[src/include/slf_defines.svh]
// constants shared by the store-to-load forwarding check block
// assumes byte addresses of SLF_ADDR_W bits and store data of at most 16 bytes
`ifndef SLF_DEFINES_SVH
`define SLF_DEFINES_SVH

// ****************************************
// widths and geometry
// ****************************************
`define SLF_ADDR_W 48
`define SLF_DATA_W 128
`define SLF_SB_DEPTH 8
`define SLF_BANK_LSB 4
`define SLF_BANK_MSB 11
`define SLF_PAGE_LSB 12
`define SLF_QW_BITS 64
`define SLF_QW_BYTES 5'h08
`define SLF_UPPER_QW_OFS 4'h8

// ****************************************
// operand byte counts and alignment masks
// ****************************************
`define SLF_NB_BYTE 5'h01
`define SLF_NB_WORD 5'h02
`define SLF_NB_DWORD 5'h04
`define SLF_NB_QWORD 5'h08
`define SLF_NB_TBYTE 5'h0A
`define SLF_NB_DQWORD 5'h10
`define SLF_AM_BYTE 4'h0
`define SLF_AM_WORD 4'h1
`define SLF_AM_DWORD 4'h3
`define SLF_AM_QWORD 4'h7
`define SLF_AM_TBYTE 4'h7
`define SLF_AM_DQWORD 4'hF

`endif

[src/include/slf_pkg.sv]
// types of the store-to-load forwarding check block
// uses nothing from slf_defines.svh; the enum encodings are written out here
package slf_pkg;

   typedef enum logic [2:0] {
      SLF_SZ_BYTE = 3'h0,
      SLF_SZ_WORD = 3'h1,
      SLF_SZ_DWORD = 3'h2,
      SLF_SZ_QWORD = 3'h3,
      SLF_SZ_TBYTE = 3'h4,
      SLF_SZ_DQWORD = 3'h5
   } slf_size_t;

   typedef enum logic [5:0] {
      SLF_LD_IDLE = 6'h01,
      SLF_LD_PENALTY = 6'h02,
      SLF_LD_STAGE1 = 6'h04,
      SLF_LD_STAGE2 = 6'h08,
      SLF_LD_DRAIN = 6'h10,
      SLF_LD_CACHE = 6'h20
   } slf_ld_state_t;

endpackage

[src/rtl/slf_align_chk.sv]
// natural alignment check and byte count of one access
// assumes a size code from slf_pkg and the low four address bits
`timescale 1ns/1ns
`include "slf_defines.svh"
module slf_align_chk (
   // access
   input wire slf_pkg::slf_size_t size_i,
   input wire logic [3:0] addr_lo_i,
   // result
   output logic misal_o,
   output logic [4:0] nbytes_o
);
   import slf_pkg::*;

   logic [3:0] amask;

   always_comb begin
      case (size_i)
         SLF_SZ_BYTE: begin
            amask = `SLF_AM_BYTE;
            nbytes_o = `SLF_NB_BYTE;
         end
         SLF_SZ_WORD: begin
            amask = `SLF_AM_WORD;
            nbytes_o = `SLF_NB_WORD;
         end
         SLF_SZ_DWORD: begin
            amask = `SLF_AM_DWORD;
            nbytes_o = `SLF_NB_DWORD;
         end
         SLF_SZ_QWORD: begin
            amask = `SLF_AM_QWORD;
            nbytes_o = `SLF_NB_QWORD;
         end
         SLF_SZ_TBYTE: begin
            // ten-byte objects only need quadword alignment
            amask = `SLF_AM_TBYTE;
            nbytes_o = `SLF_NB_TBYTE;
         end
         default: begin
            amask = `SLF_AM_DQWORD;
            nbytes_o = `SLF_NB_DQWORD;
         end
      endcase
   end

   assign misal_o = |(addr_lo_i & amask);
endmodule

[src/rtl/slf_match_cmp.sv]
// compares one store-buffer entry against the load being checked
// assumes both accesses span at most two adjacent 16-byte banks
`timescale 1ns/1ns
`include "slf_defines.svh"
module slf_match_cmp #(
   parameter int ADDR_W = `SLF_ADDR_W
) (
   // store entry
   input wire logic [ADDR_W-1:0] st_addr_i,
   input wire slf_pkg::slf_size_t st_size_i,
   // load
   input wire logic [ADDR_W-1:0] ld_addr_i,
   input wire logic [4:0] ld_nbytes_i,
   // compare results
   output logic stage1_hit_o,
   output logic stage2_hit_o,
   output logic same_start_o,
   output logic upper_qw_o,
   output logic st_misal_o,
   output logic st_narrow_o,
   output logic [4:0] st_nbytes_o
);
   import slf_pkg::*;

   // ****************************************
   // dword masks over own bank and the next
   // ****************************************
   logic [4:0] st_end;
   logic [4:0] ld_end;
   logic [7:0] st_dmask;
   logic [7:0] ld_dmask;
   logic [7:0] st_bank;
   logic [7:0] ld_bank;
   logic same_bank;
   logic st_below;
   logic ld_below;

   slf_align_chk u_st_align (
      .size_i(st_size_i),
      .addr_lo_i(st_addr_i[3:0]),
      .misal_o(st_misal_o),
      .nbytes_o(st_nbytes_o)
   );

   assign st_end = {1'b0, st_addr_i[3:0]} + st_nbytes_o - 5'h01;
   assign ld_end = {1'b0, ld_addr_i[3:0]} + ld_nbytes_i - 5'h01;

   genvar d;
   generate
      for (d = 0; d < 8; d++) begin : g_dw
         assign st_dmask[d] = (3'(d) >= {1'b0, st_addr_i[3:2]}) && (3'(d) <= st_end[4:2]);
         assign ld_dmask[d] = (3'(d) >= {1'b0, ld_addr_i[3:2]}) && (3'(d) <= ld_end[4:2]);
      end
   endgenerate

   // bank index wraps at 4K on purpose: the aliasing is caught by the second stage
   assign st_bank = st_addr_i[`SLF_BANK_MSB:`SLF_BANK_LSB];
   assign ld_bank = ld_addr_i[`SLF_BANK_MSB:`SLF_BANK_LSB];
   assign same_bank = (st_bank == ld_bank) && |(st_dmask[3:0] & ld_dmask[3:0]);
   assign st_below = (8'(st_bank + 8'h01) == ld_bank) && |(st_dmask[7:4] & ld_dmask[3:0]);
   assign ld_below = (8'(ld_bank + 8'h01) == st_bank) && |(ld_dmask[7:4] & st_dmask[3:0]);

   assign stage1_hit_o = same_bank || st_below || ld_below;
   assign stage2_hit_o = st_addr_i[ADDR_W-1:`SLF_PAGE_LSB] == ld_addr_i[ADDR_W-1:`SLF_PAGE_LSB];
   assign same_start_o = st_addr_i == ld_addr_i;
   assign upper_qw_o = (st_size_i == SLF_SZ_DQWORD) && !st_misal_o && (ld_nbytes_i <= `SLF_QW_BYTES)
                       && (ld_addr_i == {st_addr_i[ADDR_W-1:4], `SLF_UPPER_QW_OFS});
   assign st_narrow_o = (st_size_i == SLF_SZ_BYTE) || (st_size_i == SLF_SZ_WORD);
endmodule

[src/rtl/slf_forward_check.sv]
// store buffer with store-to-load forwarding check, retire-gated commit and cache fallback
// assumes loads enter in program order after the stores already accepted,
// the cache returns load data in the low bytes, and a cache write is visible next cycle
`timescale 1ns/1ns
`include "slf_defines.svh"
module slf_forward_check #(
   parameter int ADDR_W = `SLF_ADDR_W,
   parameter int DATA_W = `SLF_DATA_W,
   parameter int DEPTH = `SLF_SB_DEPTH
) (
   // clock and reset
   input wire logic core_clk_i,
   input wire logic reset_n_i,
   // control
   input wire logic align_mask_en_i,
   // store issue
   input wire logic st_valid_i,
   input wire logic [ADDR_W-1:0] st_addr_i,
   input wire slf_pkg::slf_size_t st_size_i,
   input wire logic [DATA_W-1:0] st_data_i,
   output logic st_ready_o,
   output logic st_align_fault_o,
   // reorder buffer retire
   input wire logic rob_store_retire_i,
   // load issue and answer
   input wire logic ld_valid_i,
   input wire logic [ADDR_W-1:0] ld_addr_i,
   input wire slf_pkg::slf_size_t ld_size_i,
   output logic ld_ready_o,
   output logic ld_done_o,
   output logic [DATA_W-1:0] ld_data_o,
   output logic ld_forwarded_o,
   output logic ld_retry_o,
   output logic ld_align_fault_o,
   // data cache write
   output logic dc_wr_valid_o,
   output logic [ADDR_W-1:0] dc_wr_addr_o,
   output slf_pkg::slf_size_t dc_wr_size_o,
   output logic [DATA_W-1:0] dc_wr_data_o,
   input wire logic dc_wr_ready_i,
   // data cache read
   output logic dc_rd_req_o,
   output logic [ADDR_W-1:0] dc_rd_addr_o,
   input wire logic dc_rd_valid_i,
   input wire logic [DATA_W-1:0] dc_rd_data_i
);
   import slf_pkg::*;

   localparam int PTR_W = $clog2(DEPTH);

   // ****************************************
   // state
   // ****************************************
   logic [DEPTH-1:0] sb_valid_q;
   logic [DEPTH-1:0] sb_retired_q;
   logic [DEPTH-1:0] sb_older_q;
   logic [ADDR_W-1:0] sb_addr_q [DEPTH];
   slf_size_t sb_size_q [DEPTH];
   logic [DATA_W-1:0] sb_data_q [DEPTH];
   logic [PTR_W-1:0] head_q;
   logic [PTR_W-1:0] tail_q;
   logic [PTR_W-1:0] ret_ptr_q;
   logic [PTR_W:0] count_q;
   logic st_ready_q;
   logic st_fault_q;
   slf_ld_state_t state_q;
   slf_ld_state_t state_d;
   logic [ADDR_W-1:0] ld_addr_q;
   logic [4:0] ld_nbytes_q;
   logic ld_misal_q;
   logic [PTR_W-1:0] sel_q;
   logic ld_ready_q;
   logic ld_done_q;
   logic [DATA_W-1:0] ld_data_q;
   logic ld_fwd_q;
   logic ld_retry_q;
   logic ld_fault_q;
   logic dc_wr_valid_q;
   logic [ADDR_W-1:0] dc_wr_addr_q;
   slf_size_t dc_wr_size_q;
   logic [DATA_W-1:0] dc_wr_data_q;
   logic dc_rd_req_q;

   // ****************************************
   // store side
   // ****************************************
   logic st_in_misal;
   logic ld_in_misal;
   logic [4:0] ld_in_nbytes;
   logic st_take;
   logic alloc;
   logic pop;
   logic wr_start;
   logic retire_mark;
   logic [PTR_W:0] count_d;

   slf_align_chk u_st_in_align (
      .size_i(st_size_i),
      .addr_lo_i(st_addr_i[3:0]),
      .misal_o(st_in_misal),
      .nbytes_o()
   );

   slf_align_chk u_ld_in_align (
      .size_i(ld_size_i),
      .addr_lo_i(ld_addr_i[3:0]),
      .misal_o(ld_in_misal),
      .nbytes_o(ld_in_nbytes)
   );

   // a faulting store is taken off the port but never enters the buffer
   assign st_take = st_valid_i && st_ready_q;
   assign alloc = st_take && !(align_mask_en_i && st_in_misal);
   assign pop = dc_wr_valid_q && dc_wr_ready_i;
   assign wr_start = sb_valid_q[head_q] && sb_retired_q[head_q] && !dc_wr_valid_q;
   assign retire_mark = rob_store_retire_i && sb_valid_q[ret_ptr_q] && !sb_retired_q[ret_ptr_q];
   assign count_d = (PTR_W+1)'(count_q + {{PTR_W{1'b0}}, alloc} - {{PTR_W{1'b0}}, pop});

   // ****************************************
   // per-entry compare
   // ****************************************
   logic ld_take;
   logic [DEPTH-1:0] elig;
   logic [DEPTH-1:0] hit1;
   logic [DEPTH-1:0] hit2;
   logic [DEPTH-1:0] same_start;
   logic [DEPTH-1:0] upper_qw;
   logic [DEPTH-1:0] e_misal;
   logic [DEPTH-1:0] e_narrow;
   logic [DEPTH-1:0] split;
   logic [4:0] e_nbytes [DEPTH];

   assign ld_take = ld_valid_i && ld_ready_q;
   assign elig = sb_valid_q & sb_older_q;

   genvar i;
   generate
      for (i = 0; i < DEPTH; i++) begin : g_ent
         slf_match_cmp #(
            .ADDR_W(ADDR_W)
         ) u_cmp (
            .st_addr_i(sb_addr_q[i]),
            .st_size_i(sb_size_q[i]),
            .ld_addr_i(ld_addr_q),
            .ld_nbytes_i(ld_nbytes_q),
            .stage1_hit_o(hit1[i]),
            .stage2_hit_o(hit2[i]),
            .same_start_o(same_start[i]),
            .upper_qw_o(upper_qw[i]),
            .st_misal_o(e_misal[i]),
            .st_narrow_o(e_narrow[i]),
            .st_nbytes_o(e_nbytes[i])
         );

         // another narrow store to different bytes of the selected store's doubleword
         assign split[i] = elig[i] && e_narrow[i] && (PTR_W'(i) != sel_q)
                           && (sb_addr_q[i][ADDR_W-1:2] == sb_addr_q[sel_q][ADDR_W-1:2])
                           && ((sb_addr_q[i][1:0] != sb_addr_q[sel_q][1:0])
                               || (sb_size_q[i] != sb_size_q[sel_q]));

         always_ff @(posedge core_clk_i) begin
            if (!reset_n_i) begin
               sb_valid_q[i] <= 1'b0;
               sb_retired_q[i] <= 1'b0;
               sb_older_q[i] <= 1'b0;
            end else begin
               if (alloc && tail_q == PTR_W'(i)) begin
                  sb_valid_q[i] <= 1'b1;
                  sb_retired_q[i] <= 1'b0;
                  sb_older_q[i] <= 1'b0;
               end else begin
                  if (pop && head_q == PTR_W'(i)) begin
                     sb_valid_q[i] <= 1'b0;
                  end
                  if (retire_mark && ret_ptr_q == PTR_W'(i)) begin
                     sb_retired_q[i] <= 1'b1;
                  end
                  if (ld_take) begin
                     sb_older_q[i] <= sb_valid_q[i];
                  end
               end
            end
         end

         always_ff @(posedge core_clk_i) begin
            if (alloc && tail_q == PTR_W'(i)) begin
               sb_addr_q[i] <= st_addr_i;
               sb_size_q[i] <= st_size_i;
               sb_data_q[i] <= st_data_i;
            end
         end
      end
   endgenerate

   // ****************************************
   // youngest stage-one match
   // ****************************************
   logic any_hit1;
   logic [PTR_W-1:0] sel_d;

   always_comb begin
      logic [PTR_W-1:0] best_age;
      logic [PTR_W-1:0] age;
      best_age = '0;
      age = '0;
      any_hit1 = 1'b0;
      sel_d = '0;
      for (int k = 0; k < DEPTH; k++) begin
         age = PTR_W'(PTR_W'(k) - head_q);
         if (elig[k] && hit1[k] && (!any_hit1 || age >= best_age)) begin
            any_hit1 = 1'b1;
            best_age = age;
            sel_d = PTR_W'(k);
         end
      end
   end

   // ****************************************
   // forwarding decision on the selected entry
   // ****************************************
   logic fwd_ok;
   logic [DATA_W-1:0] fwd_raw;
   logic [DATA_W-1:0] byte_keep;

   assign fwd_ok = !ld_misal_q && !e_misal[sel_q]
                   && (ld_nbytes_q <= e_nbytes[sel_q])
                   && (same_start[sel_q] || upper_qw[sel_q])
                   && !(e_narrow[sel_q] && |split);
   assign fwd_raw = upper_qw[sel_q] ? (sb_data_q[sel_q] >> `SLF_QW_BITS) : sb_data_q[sel_q];

   generate
      for (i = 0; i < DATA_W / 8; i++) begin : g_keep
         assign byte_keep[i*8 +: 8] = {8{5'(i) < ld_nbytes_q}};
      end
   endgenerate

   // ****************************************
   // load state machine
   // ****************************************
   always_comb begin
      state_d = state_q;
      case (state_q)
         SLF_LD_IDLE: begin
            if (ld_take && ld_in_misal && align_mask_en_i) begin
               state_d = SLF_LD_IDLE;
            end else if (ld_take && ld_in_misal) begin
               state_d = SLF_LD_PENALTY;
            end else if (ld_take) begin
               state_d = SLF_LD_STAGE1;
            end
         end
         SLF_LD_PENALTY: begin
            state_d = SLF_LD_STAGE1;
         end
         SLF_LD_STAGE1: begin
            state_d = any_hit1 ? SLF_LD_STAGE2 : SLF_LD_CACHE;
         end
         SLF_LD_STAGE2: begin
            if (!elig[sel_q]) begin
               state_d = SLF_LD_STAGE1;
            end else if (hit2[sel_q] && fwd_ok) begin
               state_d = SLF_LD_IDLE;
            end else begin
               state_d = SLF_LD_DRAIN;
            end
         end
         SLF_LD_DRAIN: begin
            // the whole match starts over once the blocking store has reached the cache
            if (!elig[sel_q]) begin
               state_d = SLF_LD_STAGE1;
            end
         end
         SLF_LD_CACHE: begin
            if (dc_rd_valid_i) begin
               state_d = SLF_LD_IDLE;
            end
         end
         default: begin
            state_d = SLF_LD_IDLE;
         end
      endcase
   end

   logic fwd_done;
   logic cache_done;
   logic fault_done;

   assign fwd_done = (state_q == SLF_LD_STAGE2) && elig[sel_q] && hit2[sel_q] && fwd_ok;
   assign cache_done = (state_q == SLF_LD_CACHE) && dc_rd_valid_i;
   assign fault_done = (state_q == SLF_LD_IDLE) && ld_take && ld_in_misal && align_mask_en_i;

   always_ff @(posedge core_clk_i) begin
      if (!reset_n_i) begin
         state_q <= SLF_LD_IDLE;
         ld_ready_q <= 1'b0;
         ld_addr_q <= '0;
         ld_nbytes_q <= '0;
         ld_misal_q <= 1'b0;
         sel_q <= '0;
      end else begin
         state_q <= state_d;
         ld_ready_q <= state_d == SLF_LD_IDLE;
         if (ld_take) begin
            ld_addr_q <= ld_addr_i;
            ld_nbytes_q <= ld_in_nbytes;
            ld_misal_q <= ld_in_misal;
         end
         if (state_q == SLF_LD_STAGE1) begin
            sel_q <= sel_d;
         end
      end
   end

   always_ff @(posedge core_clk_i) begin
      if (!reset_n_i) begin
         ld_done_q <= 1'b0;
         ld_data_q <= '0;
         ld_fwd_q <= 1'b0;
         ld_retry_q <= 1'b0;
         ld_fault_q <= 1'b0;
         dc_rd_req_q <= 1'b0;
      end else begin
         ld_done_q <= fwd_done || cache_done || fault_done;
         ld_fwd_q <= fwd_done;
         ld_fault_q <= fault_done;
         ld_retry_q <= (state_q == SLF_LD_STAGE2) && elig[sel_q] && !hit2[sel_q];
         dc_rd_req_q <= (state_q == SLF_LD_STAGE1) && !any_hit1;
         if (fwd_done) begin
            ld_data_q <= fwd_raw & byte_keep;
         end else if (cache_done) begin
            ld_data_q <= dc_rd_data_i & byte_keep;
         end
      end
   end

   // ****************************************
   // buffer pointers and cache commit
   // ****************************************
   always_ff @(posedge core_clk_i) begin
      if (!reset_n_i) begin
         head_q <= '0;
         tail_q <= '0;
         ret_ptr_q <= '0;
         count_q <= '0;
         st_ready_q <= 1'b0;
         st_fault_q <= 1'b0;
      end else begin
         head_q <= pop ? PTR_W'(head_q + 1'b1) : head_q;
         tail_q <= alloc ? PTR_W'(tail_q + 1'b1) : tail_q;
         ret_ptr_q <= retire_mark ? PTR_W'(ret_ptr_q + 1'b1) : ret_ptr_q;
         count_q <= count_d;
         // a misaligned store holds the port for one extra cycle
         st_ready_q <= (count_d < (PTR_W+1)'(DEPTH)) && !(st_take && st_in_misal);
         st_fault_q <= st_take && st_in_misal && align_mask_en_i;
      end
   end

   always_ff @(posedge core_clk_i) begin
      if (!reset_n_i) begin
         dc_wr_valid_q <= 1'b0;
         dc_wr_addr_q <= '0;
         dc_wr_size_q <= SLF_SZ_BYTE;
         dc_wr_data_q <= '0;
      end else if (wr_start) begin
         dc_wr_valid_q <= 1'b1;
         dc_wr_addr_q <= sb_addr_q[head_q];
         dc_wr_size_q <= sb_size_q[head_q];
         dc_wr_data_q <= sb_data_q[head_q];
      end else if (pop) begin
         dc_wr_valid_q <= 1'b0;
      end
   end

   // ****************************************
   // outputs
   // ****************************************
   assign st_ready_o = st_ready_q;
   assign st_align_fault_o = st_fault_q;
   assign ld_ready_o = ld_ready_q;
   assign ld_done_o = ld_done_q;
   assign ld_data_o = ld_data_q;
   assign ld_forwarded_o = ld_fwd_q;
   assign ld_retry_o = ld_retry_q;
   assign ld_align_fault_o = ld_fault_q;
   assign dc_wr_valid_o = dc_wr_valid_q;
   assign dc_wr_addr_o = dc_wr_addr_q;
   assign dc_wr_size_o = dc_wr_size_q;
   assign dc_wr_data_o = dc_wr_data_q;
   assign dc_rd_req_o = dc_rd_req_q;
   assign dc_rd_addr_o = ld_addr_q;
endmodule

[config.mk]
export PLATFORM = sky130hd
export DESIGN_NAME = slf_forward_check
export DESIGN_NICKNAME = d
export VERILOG_FILES = /design/src/include/slf_pkg.sv /design/src/rtl/slf_align_chk.sv /design/src/rtl/slf_match_cmp.sv /design/src/rtl/slf_forward_check.sv
export VERILOG_INCLUDE_DIRS = /design/src /design/src/include
export SDC_FILE = /design/constraint.sdc
export NUM_CORES = 2
export LEC_CHECK = 0
export BUFFER_PORTS_ARGS = -buffer_cell sky130_fd_sc_hd__buf_4
export CAP_MARGIN = 25
export CORE_MARGIN = 1.5
export CORE_UTILIZATION = 48
export DETAILED_ROUTE_END_ITERATION = 10
export GPL_ROUTABILITY_DRIVEN = 1
export HOLD_SLACK_MARGIN = 0.1
export PLACE_DENSITY = 0.66
export SKIP_LAST_GASP = 1
export SLEW_MARGIN = 5
export SYNTH_ARGS = -nofsm -noshare
export SYNTH_HDL_FRONTEND = slang
export SYNTH_SLANG_ARGS = --single-unit
[constraint.sdc]
create_clock -name core_clk_i -period 16.26 [get_ports core_clk_i]
set_input_delay 1.626 -clock core_clk_i [delete_from_list [all_inputs] [get_ports core_clk_i]]
set_output_delay 1.626 -clock core_clk_i [all_outputs]
set_load 0.01 [all_outputs]
==> qor.yml <==
grt:
  grt_pass1_vias: 70290
  grt_usage_pct: 41.01
  grt.overflow.total: 0
  antenna_found_initial: 96
  grt_pass1_wl_um: 594300
  grt_max_degree: 135
yosys:
  syn-num-nets: 7995
  syn_area_per_cell_um2: 13.17
  synth_seq_cells: 1851
  ys.warnings.count: 0
  ys_seq_area_share_pct: 51.91
  ys.flop_type: "edfxtp_1"
  async_flop_share_pct: 0
  ys_types: 105
  synth_area_um2: 98990
  synth-edff-count: 1432
  syn_inst: 7517
detailed_routing:
  drt-met1-wl_um: 171700
  highest_layer: "met5"
  routed_via_density: 6.911
  wl_per_cell_um: 39.98
  ant_nets: 0
  drt_iter0_markers: 11890
  dr.pass1.iters: 7
  wl_met3_um: 57270
  drc: 0
  met2WireLength_um: 185800
  wl_um: 436900
  vias: 75530
pwr:
  p_int_mw: 8.299
  combPwrFrac_pct: 10.6
  ir_worst_vdd_mv: 0.1183
  pwr-share-clk_pct: 42.1
  p_leak_nw: 37.48
  p_sw_share_pct: 25.88
  sequentialPowerShare_pct: 47.3
  p_per_area_nw_per_um2: 98.34
  p_sw_mw: 2.898
timing:
  hold_violations: 0
  setup_viol: 0
  period_share_pct: 90.67
  setup_slack_ns: 1.517
  drv_slew: 0
  hold_slack_ns: 0.4665
  max_clock_freq_ghz: 0.06783
  skew_ns: 0.08185
  rsz0062_at_grt: "false"
  tightest_slew_ns: 1.365
  relSlewSlack_pct: 8.217
  layout_min_cycle_time_ns: 14.74
  fin_tns_setup_ns: 0
cts:
  ctsResizeCount: 0
  cts_root_buf: "clkbuf_16"
  clk_pin_slew_ns: 0.07
  cts_tree: "yes"
  cts_hold_buf: 0
  cts_setup_buffers: 0
  clock_sink_count: 1851
  numCtsBuffers: 195
  clkLatencyLatePin_ns: 0.87
  htree_levels: 4
  cts_buffer_depth: 3
floorplan:
  core_um2: 204800
  die-height_um: 457.1
  dieArea_um2: 209000
  die_w_um: 457.1
  std_cell_rows: 166
  io_pins: 730
  start_util_pct: 48.34
setup_path:
  crit_family: "compound AO/OA/AOI/OAI gates"
  rr_worst_depth: 58
  cp-start-kind: "register"
  cpMaxStageDelayCell: "dfxtp_1"
  cpPeakStageDelay_ns: 0.74
  path_class: "register to register"
  required_ns: 16.92
  critical_path.most_common_cell: "ha_1"
  endpoint_kind: "register"
  cp_num_cells: 58
  critical_path.max_fanout: 12
  arrival_ns: 15.41
  path_buf_inv: 2
place:
  place_area_um2: 106900
  io_buffers: 729
  preCtsSetupSlack_ns: 1.819
  place.gp.congestion: 1.095
  post-place-cells: 10500
  dp_hpwl_um: 312600
final_layout:
  seq_area_um2: 51410
  final_area_um2: 113900
  finalNetCount: 8491
  layout-area-overhead-vs-synth_pct: 15.03
  final_cell_mix: "edfxtp_1 (1432), buf_4 (874), nand2_1 (779)"
  multi_input_area_um2: 44820
  drive_gt1_share_pct: 25.43
  layout_commonest_cell: "edfxtp_1"
  final_cell_count_no_fill: 10930
  fill_cells: 16790
outcome:
  run_status: "completed"
job:
  drv_cap: 0
worst_hold_path:
  hp-class: "register to register"
  min_path_cells: 2
-- worst paths after layout --
path	start	end	slack (ns)
setup / recovery	dc_rd_addr_o[1]$_SDFFE_PN0P_	sel_q[1]$_SDFFE_PN0P_	1.52
hold / removal	sb_older_q[3]$_SDFFE_PP0P_	sb_older_q[3]$_SDFFE_PP0P_	0.47
setup reg to reg	dc_rd_addr_o[1]$_SDFFE_PN0P_	sel_q[1]$_SDFFE_PN0P_	1.52
hold reg to reg	sb_older_q[3]$_SDFFE_PP0P_	sb_older_q[3]$_SDFFE_PP0P_	0.47
-- sequential cells by signal, summed over array words and instances (netlist names), 24 cells and up, named ones only --
| register | flops |
|---|---|
| dc_rd_addr_o | 48 |
| dc_wr_addr_o | 48 |
| dc_wr_data_o | 128 |
| ld_data_o | 128 |
| sb_addr_q | 384 |
| sb_data_q | 1024 |
| sb_size_q | 24 |
-- stage by stage --
stage          power (mW)  util, %
2_1_floorplan       5.971        -
3_3_place_gp        6.524    52.16
3_5_place_dp        6.531    52.18
4_1_cts             11.18    55.49
5_1_grt             11.44    55.58
6_report            11.20    55.60
-- power groups by stage --
stage,sequential (mW),combinational (mW),clock [mW]
2_1_floorplan,5.35,0.619,0
3_3_place_gp,5.39,1.14,0
3_5_place_dp,5.39,1.14,0
4_1_cts,5.29,1.14,4.74
5_1_grt,5.30,1.22,4.92
6_report,5.30,1.19,4.71
-- routing by layer --
| layer | global-route usage, % | vias to the layer above |
|---|---|---|
| li1 | - | 30130 |
| met2 | 57.73 | 5459 |
| met4 | 18.01 | 56 |
| met3 | 12.76 | 862 |
| met1 | 58.24 | 39020 |
| met5 | 0 | - |
-- synthesized netlist by cell type, drive strengths merged (35+ instances only) --
library cell / number / area [um2]
o2111ai: 62 / 543.0
a21oi: 230 / 1166
nor2: 374 / 1406
ha: 102 / 1276
nand4: 102 / 638.1
a22o: 99 / 867.1
inv: 126 / 473.0
nand2: 784 / 2950
a31oi: 38 / 237.7
edfxtp: 1432 / 43000
a311oi: 185 / 1620
mux2i: 207 / 2251
a22oi: 111 / 833.3
nand3: 149 / 755.7
xor2: 482 / 4222
nor4: 129 / 819.5
buf: 166 / 849.6
dfxtp: 419 / 8388
o21ai: 95 / 483.0
o211ai: 64 / 480.5
mux2: 83 / 934.7
nor3: 76 / 396.6
xnor2: 430 / 3766
mux4: 674 / 15180
clkbuf: 423 / 1588
nand2b: 35 / 219.0
-- logic make-up after synthesis --
logic type	share of synthesized area (%)
flip-flops	51.91
multiplexers	18.55
XOR/XNOR	8.069
buffers and inverters	2.951
adder cells (fa/ha/maj)	1.582
AO/OA/AOI/OAI	8.404
AND/OR/NAND/NOR	8.527
-- cell type report --
cell class,instances,area share [%]
antenna,54,0.1187
clock buffer,274,4.848
clock inverter,97,1.104
inverter,129,0.4901
multi-input combinational,4948,39.36
sequential,1851,45.15
tap,2688,2.954
timing repair buffer,888,5.973
-- worst reg2reg max path: cells and delay by family, from the launching register on --
| kind | cells | cell delay (ns) |
|---|---|---|
| AND/OR/NAND/NOR | 14 | 2.16 |
| AO/OA/AOI/OAI | 29 | 7.45 |
| XOR/XNOR | 1 | 0.74 |
| flip-flops | 1 | 0.74 |
| buffers and inverters | 2 | 0.20 |
| multiplexers | 3 | 0.67 |
| adder cells (fa/ha/maj) | 9 | 2.57 |
Power figures use the tool's default switching activity.
